File: src/shared/sfb_pkg.sv
/*
  Package for the SMBus FIFO block: register addresses, field
  positions, reset values and the carrier structs.
  Assumes an 8-bit special-function register port on the system clock.
*/
package sfb_pkg;
  localparam logic [7:0] ADDR_DATA = 8'hc2;
  localparam logic [7:0] ADDR_FCN0 = 8'hc3;
  localparam logic [7:0] ADDR_FCN1 = 8'hc4;
  localparam logic [7:0] ADDR_RX_LENGTH_FIELD = 8'hc5;
  localparam logic [7:0] ADDR_FCT = 8'hef;
  // Control zero field positions
  localparam int TX_REQUEST_IRQ_ENABLE_BIT = 7;
  localparam int TX_FLUSH_BIT = 6;
  localparam int TX_THRESHOLD_LSB = 4;
  localparam int RX_REQUEST_IRQ_ENABLE_BIT = 3;
  localparam int RX_FLUSH_BIT = 2;
  localparam int RX_THRESHOLD_LSB = 0;
  // Status flag positions
  localparam int TX_REQUEST_FLAG_BIT = 7;
  localparam int TX_NOT_FULL_BIT = 6;
  localparam int RX_REQUEST_FLAG_BIT = 3;
  localparam int RXE_BIT = 2;
  // Count field positions
  localparam int TX_BYTE_COUNT_LSB = 4;
  localparam int RX_BYTE_COUNT_LSB = 0;
  localparam logic [7:0] FCN0_RESET = 8'h00;
  localparam logic [7:0] RX_LENGTH_FIELD_RESET = 8'h00;
  localparam int FLUSH_CYCLES = 1;
  // Register access request
  typedef struct packed {
    logic wr;
    logic rd;
    logic [7:0] addr;
    logic [7:0] wdata;
  } sfb_sfr_req_s;
  // Serial engine byte event
  typedef struct packed {
    logic valid;
    logic [7:0] data;
  } sfb_byte_s;
endpackage

File: src/rtl/sfb_fifo.sv
/*
  Synchronous FIFO with valid/ready on both sides, a flush input,
  overwrite of the newest entry, and a fill count.
  Assumes a single clock and a clock enable shared with its parent.
*/
`timescale 1ns/1ps
module sfb_fifo #(
  parameter int WIDTH = 8,
  parameter int DEPTH = 4,
  parameter int AW = $clog2(DEPTH)
) (
  // Clocking
  input wire logic clk,
  input wire logic rst,
  input wire logic ce,
  input wire logic flush,
  // Fill side
  input wire logic in_valid,
  output logic in_ready,
  input wire logic [WIDTH-1:0] in_data,
  input wire logic overwrite,
  // Drain side
  output logic out_valid,
  input wire logic out_ready,
  output logic [WIDTH-1:0] out_data,
  output logic [WIDTH-1:0] last_data,
  output logic [AW:0] count
);
  logic [WIDTH-1:0] mem [DEPTH];
  logic [AW-1:0] wp;
  logic [AW-1:0] rp;
  logic [WIDTH-1:0] last_pop;
  logic push;
  logic pop;

  function automatic logic [AW-1:0] inc(input logic [AW-1:0] p);
    inc = (p == AW'(DEPTH - 1)) ? '0 : p + 1'b1;
  endfunction
  function automatic logic [AW-1:0] dec(input logic [AW-1:0] p);
    dec = (p == '0) ? AW'(DEPTH - 1) : p - 1'b1;
  endfunction

  assign in_ready = (count != (AW + 1)'(DEPTH));
  assign out_valid = (count != '0);
  assign push = in_valid && in_ready;
  assign pop = out_valid && out_ready;
  assign out_data = mem[rp];
  assign last_data = out_valid ? mem[rp] : last_pop;

  always_ff @(posedge clk) begin
    if (ce && push) begin
      mem[wp] <= in_data;
    end else if (ce && in_valid && overwrite && !in_ready) begin
      mem[dec(wp)] <= in_data;
    end
  end

  always_ff @(posedge clk or posedge rst) begin
    if (rst) begin
      wp <= '0;
      rp <= '0;
      count <= '0;
      last_pop <= '0;
    end else if (ce) begin
      if (flush) begin
        wp <= '0;
        rp <= '0;
        count <= '0;
      end else begin
        if (push) begin
          wp <= inc(wp);
        end
        if (pop) begin
          rp <= inc(rp);
          last_pop <= mem[rp];
        end
        if (push && !pop) begin
          count <= count + 1'b1;
        end else if (pop && !push) begin
          count <= count - 1'b1;
        end
      end
    end
  end
endmodule

File: src/rtl/sfb_smbus_fifo.sv
/*
  Transmit and receive byte FIFOs of the SMBus engine, with request
  flags, thresholds, flushes, fill counts and receive length counter.
  Assumes firmware on the 8-bit register port and a serial shift engine
  that reports each received byte and takes transmit bytes.
*/
`timescale 1ns/1ps
// Overview of operation
// RL1: Data port write pushes transmit FIFO; read pops receive FIFO.
// RL2: Writing data while transmit FIFO full replaces newest queued byte.
// RL3: Reading data while receive FIFO empty returns last byte, no underflow.
// RL4: Transmit flush clears transmit FIFO; bit self-clears after one cycle.
// RL5: Receive threshold zero raises receive request when any byte stored.
// RL6: Interrupt when a request flag and its enable are both one.
// RL7: Transmit-not-full reads one with room, zero when full.
// RL8: Master receive with hardware ack keeps acking while length above one.
// RL9: Master receive decrements length per byte, stopping at zero.
// RL10: Byte in master receive with length zero sets flag, stalls bus.
// RL11: Final counted byte acked if ack bit one, nacked if zero.
// RL12: Slave receive with length zero stalls and interrupts every byte.
// RL13: Slave receive nonzero length buffers normally, no decrement.
// RL14: Firmware changes length mid-transfer only while flag set, stalled.
// RL15: Count register bits 6:4 show transmit FIFO fill.
// RL16: Count register bits 2:0 show receive FIFO fill.
// RL17: Interrupt flag holds clock low; clearing it resumes operation.
// RL18: Transmit request at count <= threshold; receive when count > threshold.
// RL19: Receive flush clears receive FIFO; bit self-clears after one cycle.
// RL20: Receive-empty reads one exactly when receive FIFO is empty.
module sfb_smbus_fifo #(
  parameter int DEPTH = 4,
  parameter int BUF_DEPTH = 16,
  parameter int CW = $clog2(DEPTH) + 1
) (
  // Clock and reset
  input wire logic core_clk,
  input wire logic sys_rst,
  input wire logic clk_en,
  // Register port
  input wire sfb_pkg::sfb_sfr_req_s sfr_req,
  output logic [7:0] sfr_rdata,
  // Serial engine side
  input wire sfb_pkg::sfb_byte_s rx_byte,
  input wire logic master_mode,
  input wire logic rx_mode,
  input wire logic hw_ack_enable,
  input wire logic ack_bit,
  input wire logic si_set,
  input wire logic si_clear,
  input wire logic tx_take,
  output logic [7:0] tx_data,
  output logic tx_avail,
  output logic si_flag,
  output logic scl_hold,
  output logic ack_out,
  output logic smbus_irq
);
  logic [7:0] fcn0;
  logic [7:0] rx_length_field;
  logic [CW-1:0] tx_byte_count;
  logic [CW-1:0] rx_byte_count;
  logic [7:0] rx_last;
  logic [7:0] tx_head;
  logic tx_has;
  logic rx_has;
  logic tx_not_full;
  logic rx_empty;
  logic tx_request_flag;
  logic rx_request_flag;
  logic data_wr;
  logic data_rd;
  logic rx_push;
  logic rx_room;
  logic rx_stall;
  logic stage_valid;
  logic stage_ready;
  logic [7:0] stage_data;
  logic buf_valid;
  logic [7:0] buf_data;
  logic next_irq;
  logic [7:0] next_rdata;

  function automatic logic sel(input logic [7:0] a);
    sel = (sfr_req.addr == a);
  endfunction

  assign data_wr = sfr_req.wr && sel(sfb_pkg::ADDR_DATA);
  assign data_rd = sfr_req.rd && sel(sfb_pkg::ADDR_DATA);

  // Transmit FIFO; overwrite when full
  sfb_fifo #(.WIDTH(8), .DEPTH(DEPTH)) u_tx (
    .clk(core_clk),
    .rst(sys_rst),
    .ce(clk_en),
    .flush(fcn0[sfb_pkg::TX_FLUSH_BIT]), // see RL4
    .in_valid(data_wr), // see RL1
    .in_ready(tx_not_full),
    .in_data(sfr_req.wdata),
    .overwrite(1'b1), // see RL2
    .out_valid(tx_has),
    .out_ready(tx_take),
    .out_data(tx_head),
    .last_data(),
    .count(tx_byte_count)
  );

  // Receive byte staging; 16-deep buffer absorbs serial bursts
  sfb_fifo #(.WIDTH(8), .DEPTH(BUF_DEPTH)) u_rxbuf (
    .clk(core_clk),
    .rst(sys_rst),
    .ce(clk_en),
    .flush(fcn0[sfb_pkg::RX_FLUSH_BIT]),
    .in_valid(rx_byte.valid),
    .in_ready(stage_ready),
    .in_data(rx_byte.data),
    .overwrite(1'b0),
    .out_valid(buf_valid),
    .out_ready(rx_room),
    .out_data(buf_data),
    .last_data(),
    .count()
  );
  assign stage_valid = buf_valid;
  assign stage_data = buf_data;
  assign rx_push = stage_valid && rx_room;

  // Receive FIFO seen by firmware
  sfb_fifo #(.WIDTH(8), .DEPTH(DEPTH)) u_rx (
    .clk(core_clk),
    .rst(sys_rst),
    .ce(clk_en),
    .flush(fcn0[sfb_pkg::RX_FLUSH_BIT]), // see RL19
    .in_valid(stage_valid),
    .in_ready(rx_room),
    .in_data(stage_data),
    .overwrite(1'b0),
    .out_valid(rx_has),
    .out_ready(data_rd), // see RL1
    .out_data(),
    .last_data(rx_last), // see RL3
    .count(rx_byte_count)
  );

  assign rx_empty = !rx_has; // see RL20
  // see RL18
  assign tx_request_flag = tx_byte_count <=
      CW'(fcn0[sfb_pkg::TX_THRESHOLD_LSB +: 2]);
  // Zero threshold gives request on any stored byte; see RL5
  assign rx_request_flag = rx_byte_count >
      CW'(fcn0[sfb_pkg::RX_THRESHOLD_LSB +: 2]);
  // Serial engine waits when no room downstream
  assign rx_stall = !stage_ready;

  // Control zero; flush bits self-clear next cycle
  always_ff @(posedge core_clk or posedge sys_rst) begin
    if (sys_rst) begin
      fcn0 <= sfb_pkg::FCN0_RESET;
    end else if (clk_en) begin
      if (sfr_req.wr && sel(sfb_pkg::ADDR_FCN0)) begin
        fcn0 <= sfr_req.wdata;
      end else begin
        fcn0[sfb_pkg::TX_FLUSH_BIT] <= 1'b0; // see RL4
        fcn0[sfb_pkg::RX_FLUSH_BIT] <= 1'b0; // see RL19
      end
    end
  end

  // Receive length counter
  always_ff @(posedge core_clk or posedge sys_rst) begin
    if (sys_rst) begin
      rx_length_field <= sfb_pkg::RX_LENGTH_FIELD_RESET;
    end else if (clk_en) begin
      // Firmware write wins; it is expected only while stalled, see RL14
      if (sfr_req.wr && sel(sfb_pkg::ADDR_RX_LENGTH_FIELD)) begin
        rx_length_field <= sfr_req.wdata;
      end else if (rx_byte.valid && master_mode && rx_mode
                   && rx_length_field != 8'h00) begin
        rx_length_field <= rx_length_field - 8'h01; // see RL9, RL13
      end
    end
  end

  // Interrupt flag; hardware set wins over firmware clear
  always_ff @(posedge core_clk or posedge sys_rst) begin
    if (sys_rst) begin
      si_flag <= 1'b0;
    end else if (clk_en) begin
      if (si_set
          || (rx_byte.valid && rx_mode && rx_length_field == 8'h00)
          || (rx_byte.valid && rx_mode && master_mode && !hw_ack_enable)) begin
        si_flag <= 1'b1; // see RL10, RL12
      end else if (si_clear) begin
        si_flag <= 1'b0; // see RL17
      end
    end
  end

  // Clock stretch and acknowledge choice
  always_ff @(posedge core_clk or posedge sys_rst) begin
    if (sys_rst) begin
      scl_hold <= 1'b0;
      ack_out <= 1'b0;
    end else if (clk_en) begin
      // see RL17, RL8
      scl_hold <= si_flag || rx_stall;
      // Keep acking while length remains; last byte follows ack bit
      if (master_mode && rx_mode && hw_ack_enable
          && rx_length_field > 8'h01) begin
        ack_out <= 1'b1; // see RL8
      end else begin
        ack_out <= ack_bit; // see RL11
      end
    end
  end

  always_comb begin
    next_irq = (rx_request_flag && fcn0[sfb_pkg::RX_REQUEST_IRQ_ENABLE_BIT])
        || (tx_request_flag && fcn0[sfb_pkg::TX_REQUEST_IRQ_ENABLE_BIT]); // see RL6
  end

  always_comb begin
    next_rdata = 8'h00;
    case (sfr_req.addr)
      sfb_pkg::ADDR_DATA: next_rdata = rx_last;
      sfb_pkg::ADDR_FCN0: next_rdata = fcn0;
      sfb_pkg::ADDR_FCN1: begin
        next_rdata[sfb_pkg::TX_REQUEST_FLAG_BIT] = tx_request_flag;
        next_rdata[sfb_pkg::TX_NOT_FULL_BIT] = tx_not_full; // see RL7
        next_rdata[sfb_pkg::RX_REQUEST_FLAG_BIT] = rx_request_flag;
        next_rdata[sfb_pkg::RXE_BIT] = rx_empty; // see RL20
      end
      sfb_pkg::ADDR_RX_LENGTH_FIELD: next_rdata = rx_length_field;
      sfb_pkg::ADDR_FCT: begin
        next_rdata[sfb_pkg::TX_BYTE_COUNT_LSB +: 3] = 3'(tx_byte_count); // see RL15
        next_rdata[sfb_pkg::RX_BYTE_COUNT_LSB +: 3] = 3'(rx_byte_count); // see RL16
      end
      default: next_rdata = 8'h00;
    endcase
  end

  // Registered outputs
  always_ff @(posedge core_clk or posedge sys_rst) begin
    if (sys_rst) begin
      sfr_rdata <= 8'h00;
      smbus_irq <= 1'b0;
      tx_data <= 8'h00;
      tx_avail <= 1'b0;
    end else if (clk_en) begin
      sfr_rdata <= next_rdata;
      smbus_irq <= next_irq;
      tx_data <= tx_head;
      tx_avail <= tx_has;
    end
  end
endmodule

File: config.mk
export PLATFORM = sky130hd
export DESIGN_NAME = sfb_smbus_fifo
export DESIGN_NICKNAME = d
export VERILOG_FILES = /design/src/shared/sfb_pkg.sv /design/src/rtl/sfb_fifo.sv /design/src/rtl/sfb_smbus_fifo.sv
export SDC_FILE = /design/constraint.sdc
export NUM_CORES = 1
export LEC_CHECK = 0
export BUFFER_PORTS_ARGS = -buffer_cell sky130_fd_sc_hd__buf_2
export CORE_MARGIN = 2
export CORE_UTILIZATION = 39
export DETAILED_ROUTE_END_ITERATION = 16
export SLEW_MARGIN = 25
export SYNTH_ARGS = -nofsm -noshare
export SYNTH_HDL_FRONTEND = slang
export SYNTH_SLANG_ARGS = --single-unit
File: constraint.sdc
create_clock -name core_clk -period 4.45 [get_ports core_clk]
set_clock_uncertainty 0.15 [all_clocks]
set_input_delay 0.445 -clock core_clk [delete_from_list [all_inputs] [get_ports core_clk]]
set_output_delay 0.445 -clock core_clk [all_outputs]
set_load 0.05 [all_outputs]
==> results of run 1 <==
[per-layer routing]
layer / up-vias / GRT usage, % / routed length (um)
met5: - / 0 / 0
met4: 0 / 4.063 / 488
met3: 39 / 2.283 / 943
met2: 136 / 26.69 / 11480
met1: 3357 / 21.10 / 10500
li1: 3081 / - / -
[critical path, delay by kind of cell (launching register included)]
kind / cells / cell delay (ns)
AND/OR/NAND/NOR: 3 / 0.93
flip-flops: 1 / 0.43
adder cells (fa/ha/maj): 1 / 0.46
AO/OA/AOI/OAI: 5 / 1.24
[final cells by class]
type | count | share of cell area [%]
timing repair buffer | 69 | 2.878
clock buffer | 34 | 5.747
sequential | 264 | 57.66
antenna | 1 | 0.01906
multi-input combinational | 423 | 28.13
tap | 384 | 3.660
inverter | 26 | 0.7530
clock inverter | 20 | 1.153
[registers in the layout, summed over array words and instances (netlist names), 2 cells and up]
signal	cells
u_tx.rp	2
u_rx.rp	2
u_rx.wp	2
u_tx.wp	2
tx_data	8
u_rxbuf.rp	4
u_rxbuf.wp	4
u_rx.last_pop	8
u_rxbuf.count	5
u_tx.count	3
sfr_rdata	8
u_rxbuf.mem	128
rx_length_field	8
u_rx.mem	32
u_rx.count	3
u_tx.mem	32
fcn0	8
[metrics by stage]
stage	area, um^2	setup slack, ns	hold WS (ns)
final	13130	1.114	0.01114
after global routing	13130	0.7944	0.01676
after CTS	13120	1.126	0.003055
after detailed placement	12200	1.138	0.3402
after global placement	12200	1.199	0.3293
after floorplan	11540	1.568	0.3293
[cells by family after synthesis]
group	share of synthesized area [%]
and+or+nand+nor	7.321
muxes	13.32
adders and majority gates	3.124
xor gates and xnor gates	0.5315
DFF	65.60
AOI/OAI and AO/OA	7.668
buffers and inverters	2.440
[power groups by stage]
stage | sequential (W) | clock (W) | combinational [W]
after global routing | 0.00352 | 0.00242 | 0.00222
after floorplan | 0.00344 | 0 | 0.00156
after detailed placement | 0.00352 | 0 | 0.00201
after CTS | 0.00347 | 0.00231 | 0.00203
after global placement | 0.00351 | 0 | 0.00198
final | 0.00346 | 0.00226 | 0.00200
[worst min-delay path by stage]
stage                          start          endpoint  slack [ns]  depth (start not counted)
floorplan           u_rx.last_pop[0]  u_rx.last_pop[0]        0.33                          1
global placement           smbus_irq         smbus_irq        0.33                          2
detailed placement        tx_data[1]        tx_data[1]        0.34                          1
CTS                           si_set           si_flag       0.003                          3
global route              sfr_req[2]    u_tx.mem[3][2]        0.02                          1
finish                        si_set           si_flag        0.01                          3
[Yosys cell counts (3+ instances only)]
master / n
nand4_1: 4
fa_1: 3
mux4_2: 56
a31oi_1: 4
nand3_1: 17
a22oi_1: 8
a21oi_1: 36
a22o_1: 6
o21ai_0: 26
inv_1: 24
buf_2: 9
or3_1: 3
and2_1: 3
mux2i_1: 5
a41oi_1: 6
ha_1: 24
xnor2_1: 5
nand2_1: 50
nor2_1: 53
nor3_1: 15
o2bb2ai_1: 5
nor4_1: 3
edfxtp_1: 192
buf_6: 3
and3_1: 5
dfrtp_1: 72
mux2_2: 20
nand2b_1: 5
buf_1: 5
clkbuf_1: 23
o22ai_1: 9
a221oi_1: 5
a32o_1: 6
nor2b_1: 4
a21o_1: 4
==> metrics.md, run 1 <==
| Metric | Value |
|---|---|
| DRT iter0 DRCs | 512 |
| Synth area leader | edfxtp_1 |
| Core Util, Final | 45.37% |
| Commonest non-fill, non-tap cell in the layout | edfxtp_1 |
| Die ar. | 30970 um^2 |
| WL final | 23410 um |
| Non-Filler Instances | 1221 |
| Yosys cell types | 62 |
| Leakage Power | 4.712 nW |
| Warnings from Yosys | 0 |
| Rel. slew slack | 35.11% |
| WS Path Type | register to register |
| # hold bufs at CTS | 1 |
| Area Growth Syn to Fin | 13.80% |
| RSZ-0062 raised after global routing | false |
| Sequential Power Share | 44.8% |
| Drt wl/cell | 19.17 um |
| Crit path time final | 3.336 ns |
| Clk sinks | 264 |
| First-pass GRT wire length | 37980 um |
| CORE AREA | 28940 um^2 |
| Total vias in the final route | 6613 |
| Most frequent cells in the layout | 192 x edfxtp_1, 70 x dfrtp_1, 57 x buf_2 |
| Startpoint types | register |
| Slew Viols, Final | 0 |
| Share of cells above drive strength 1 | 23.68% |
| Data arrival time of the worst path | 3.61 ns |
| Worst Path Required | 4.72 ns |
| CTS tree | yes |
| Top Ports | 58 |
| Final hold vios | 0 |
| Worst setup startpoint | u_rxbuf.count[1] |
| Synth Instances | 753 |
| Top cell type's share of synthesized area | 49.98% |
| Reg clk slew, reported paths | 0.06 ns |
| Top post-synthesis cells by area | edfxtp_1 50%, dfrtp_1 16%, mux4_2 11%, ha_1 2.6%, mux2_2 2.0% |
| Via density | 5.416 |
| Worst r2r src | u_rxbuf.count[1] |
| Post-CTS Setup Bufs | 0 |
| Sw Share | 31.90% |
| Initial antenna violation count | 1 |
| Clock latency on the worst-skew pair | 0.56 ns |
| Ys async rst share | 27.27% |
| EDFF count, synth | 192 |
| Final setup fails | 0 |
| Hold Crit Class | primary input to register |
| Initial Util | 39.87% |
| Final ANT Viol Nets | 0 |
| FMAX | 0.2998 GHz |
| Remaining DRCs | 0 |
| Register area share after synthesis | 65.60% |
| CP max-delay cell | nor4_1 |
| Largest net degree at the start of global routing | 41 |
| Cell Int Power | 0.005256 W |
| Syn avg cell area | 15.32 um^2 |
| DP Wirelength | 15940 um |
| CTS root buf | clkbuf_16 |
| Worst r2r dst | u_rxbuf.count[4] |
| Fin nets | 877 |
| Clk pwr share | 29.3% |
| Sw power | 0.002462 W |
| Count of cells resized by post-cts repair | 0 |
| Max-capacitance violation count | 0 |
| Largest fanout on the critical path | 10 |
| Outcome | completed |
| Post-synthesis cell area | 11540 um^2 |
| Post-synthesis register bit count | 264 |
| Setup TNS | 0 ns |
| Register area | 7570 um^2 |
| Maximum clock insertion buffer count | 3 |
| Htree depth | 1 |
| Power Total | 0.007719 W |
| Reg-to-reg slack, setup | 1.11 ns |
| GP Congestion | 0.8424 |
| Tcrit/Tclk final | 74.96% |
| Filler cells | 2517 |
| CP dominant cell by count | a21o_1 |
| Total gr overflow | 0 |
| Worst Setup End Kind | register |
| Logic gate share of total power | 25.9% |
| PD cells | 588.0 nW/um^2 |
| I/O Buffers | 57 |
| Pre-Repair DR Iteration Count | 5 |
| Die height | 176.0 um |
| Commonest register cell after synthesis | edfxtp_1 |
| Footprint of the multi-input gates | 3692 um^2 |
| CP Capture Point | u_rxbuf.count[4] |
| Worst-margin pin slew | 0.9698 ns |
| CP cell instances | nor4_1, a21o_1, nand2_1, fa_1, a21o_1, a21oi_1, nor2_1, a41oi_1, o221ai_1 |
| CP max stage delay | 0.62 ns |
| Worst VDD drop | 0.4054 mV |
| R2R depth | 9 |
| Vias in the first global route | 6786 |
| Synth Net Count | 817 |
| Standard-cell rows | 62 |
| Gr usage total | 15.62% |
| Width of the die | 176.0 um |
| Placed instance count | 1165 |
| CTS buffer count | 29 |
(Power assumes the default switching activity.)
==> inputs of run 2 (changes only) <==
clock period = 2.9 ns   (was 4.45 ns; I/O delays follow)
==> metrics.md, run 2 (same netlist as run 1, synthesis figures left out) <==
| Metric | Value |
|---|---|
| Outcome | completed |
| FMAX | 0.3615 GHz (+21%) |
| Crit path time final | 2.766 ns (-0.5698 ns) |
| GP Congestion | 0.8173 (-3.0%) |
| Initial Util | 39.87% (unchanged) |
| Remaining DRCs | 0 (unchanged) |
| Min-delay src | sfr_req[16] |
| Largest net degree at the start of global routing | 73 (+78%) |
| CTS tree | yes |
| Clk sinks | 264 (unchanged) |
| Final ANT Viol Nets | 0 (unchanged) |
| Max-capacitance violation count | 0 (unchanged) |
| Reg with most FFs | u_rxbuf.mem |
| Rel. slew slack | 42.36% (+7.2 points) |
| Sw power | 0.003759 W (+53%) |
| Non-Filler Instances | 1271 (+4.1%) |
| WS Path Type | register to register |
| Tcrit/Tclk final | 95.38% (+20 points) |
| Sequential Power Share | 42.5% (-2.3 points) |
| Width of the die | 176.0 um (unchanged) |
| Reg-to-reg slack, setup | 0.13 ns (-0.98 ns) |
| Data arrival time of the worst path | 3.08 ns (-0.53 ns) |
| Placed instance count | 1193 (+2.4%) |
| Worst r2r src | rx_length_field[4] |
| RSZ-0062 raised after global routing | false |
| PD cells | 886.7 nW/um^2 (+51%) |
| Reg clk slew, reported paths | 0.06 ns (about the same) |
| Worst setup startpoint | rx_length_field[4] |
| Clock latency on the worst-skew pair | 0.54 ns (-0.02 ns) |
| Worst Path Required | 3.21 ns (-1.51 ns) |
| Hold Crit Class | primary input to register |
| Setup TNS | 0 ns (unchanged) |
| Cell Int Power | 0.008303 W (+58%) |
| Commonest non-fill, non-tap cell in the layout | edfxtp_1 |
| Largest fanout on the critical path | 8 (-2) |
| CORE AREA | 28940 um^2 (unchanged) |
| Most frequent cells in the layout | 192 x edfxtp_1, 71 x dfrtp_1, 57 x buf_2 |
| Total vias in the final route | 6735 (+1.8%) |
| DP Wirelength | 16200 um (+1.6%) |
| Via density | 5.299 (-2.2%) |
| First-pass GRT wire length | 37830 um (-0.38%) |
| Area Growth Syn to Fin | 17.93% |
| CTS root buf | clkbuf_16 |
| Top Ports | 58 (unchanged) |
| Logic gate share of total power | 28.4% (+2.5 points) |
| Die ar. | 30970 um^2 (unchanged) |
| Fin nets | 928 (+5.8%) |
| WL final | 23650 um (+1.0%) |
| Vias in the first global route | 6736 (-0.74%) |
| Antenna Diode Count | 0 (-1) |
| Most Crowded Layer GR | met2 |
| Worst VDD drop | 0.5035 mV (+24%) |
| Max reg flops | 128 (unchanged) |
| CTS buffer count | 29 (unchanged) |
| I/O Buffers | 57 (unchanged) |
| Share of cells above drive strength 1 | 25.03% (+1.3 points) |
| DRT iter0 DRCs | 524 (+2.3%) |
| Clk pwr share | 29.1% (-0.2 points) |
| Initial antenna violation count | 0 (-1) |
| Biggest regs | u_rxbuf.mem (128), u_rx.mem (32), u_tx.mem (32) |
| Startpoint types | register |
| Final setup fails | 0 (unchanged) |
| Maximum clock insertion buffer count | 3 (unchanged) |
| Htree depth | 1 (unchanged) |
| Worst Setup End Kind | register |
| Total gr overflow | 0 (unchanged) |
| Hold slack | 0.1154 ns (+0.1042 ns) |
| Power Total | 0.01206 W (+56%) |
| Sw Share | 31.16% (-0.74 points) |
| Post-CTS Setup Bufs | 0 (unchanged) |
| Met1 Usage GRT | 21.55% (+0.45 points) |
| Gr usage total | 15.49% (-0.13 points) |
| Slew Viols, Final | 0 (unchanged) |
| Final hold vios | 0 (unchanged) |
| Worst-margin pin slew | 0.8614 ns (-0.1083 ns) |
| Grt met3 use | 2.089% (-0.19 points) |
| Core Util, Final | 47.02% (+1.6 points) |
| Drt wl/cell | 18.60 um (-3.0%) |
| Standard-cell rows | 62 (unchanged) |
| Met2 track demand over resource | 26.18% (-0.51 points) |
| Leakage Power | 4.953 nW (+5.1%) |
| Die height | 176.0 um (unchanged) |
| Pre-Repair DR Iteration Count | 4 (-1) |
## run 2: cell count changes in the layout (fill, tap and decap cells not counted), moves of 3 or more
cell	previous run	this run
inv_6	0	3
clkinv_2	8	3
buf_4	11	37
dlygate4sd3_1	1	24
clkbuf_1	4	7
## run 2: power by group through the flow
| stage | sequential, W | clock [W] | combinational [W] |
|---|---|---|---|
| after CTS | 0.00512 | 0.00359 | 0.00347 |
| after global routing | 0.00520 | 0.00376 | 0.00378 |
| after floorplan | 0.00528 | 0 | 0.00239 |
| after detailed placement | 0.00520 | 0 | 0.00342 |
| final | 0.00512 | 0.00351 | 0.00343 |
| after global placement | 0.00518 | 0 | 0.00338 |
## run 2: final cells by class
type,instances,area [um^2]
sequential,264,7569
clock inverter,16,137.6
inverter,26,98.84
clock buffer,38,779.5
tap,384,480.5
multi-input combinational,423,3696
fill,2465,15330
timing repair buffer,120,843.3
## run 2: critical path, stage by stage, from the launching register on
cell           delay (ns)
dfrtp_1              0.47
nor3_1               0.48
nand3_1              0.14
o21ai_0              0.10
a31oi_1              0.09
dlygate4sd3_1        0.55
o21ai_0              0.14
dlygate4sd3_1        0.58
## run 2: routing by layer
metal / wire length [um] / up-vias
met2: 11570 / 140
li1: - / 3173
met1: 10660 / 3394
met5: 0 / -
met4: 384 / 0
met3: 1031 / 28
## run 2: what timing repair did
action                                  in CTS  in global routing
endpoints found under the hold margin      254                  0
gates resized for setup                      0                  2
endpoints found under the setup margin       0                  1
hold buffers                                24                  0
## run 2: per-stage QoR
stage / worst slack, ns / instance area, um^2
after CTS: 0.07280 / 13600
after floorplan: 0.01832 / 11540
after global routing: 0.01628 / 13600
after global placement: 0.1251 / 12440
after detailed placement: 0.08780 / 12440
final: 0.1340 / 13600
## run 2: worst paths after layout
kind	cells after the start	end
worst max-delay path	7	si_flag
worst min-delay path	4	u_rx.rp[1]
worst max register to register	7	si_flag
worst min register to register	1	tx_data[7]
max in group asynchronous	4	u_rx.last_pop[1]
min in group asynchronous	4	scl_hold
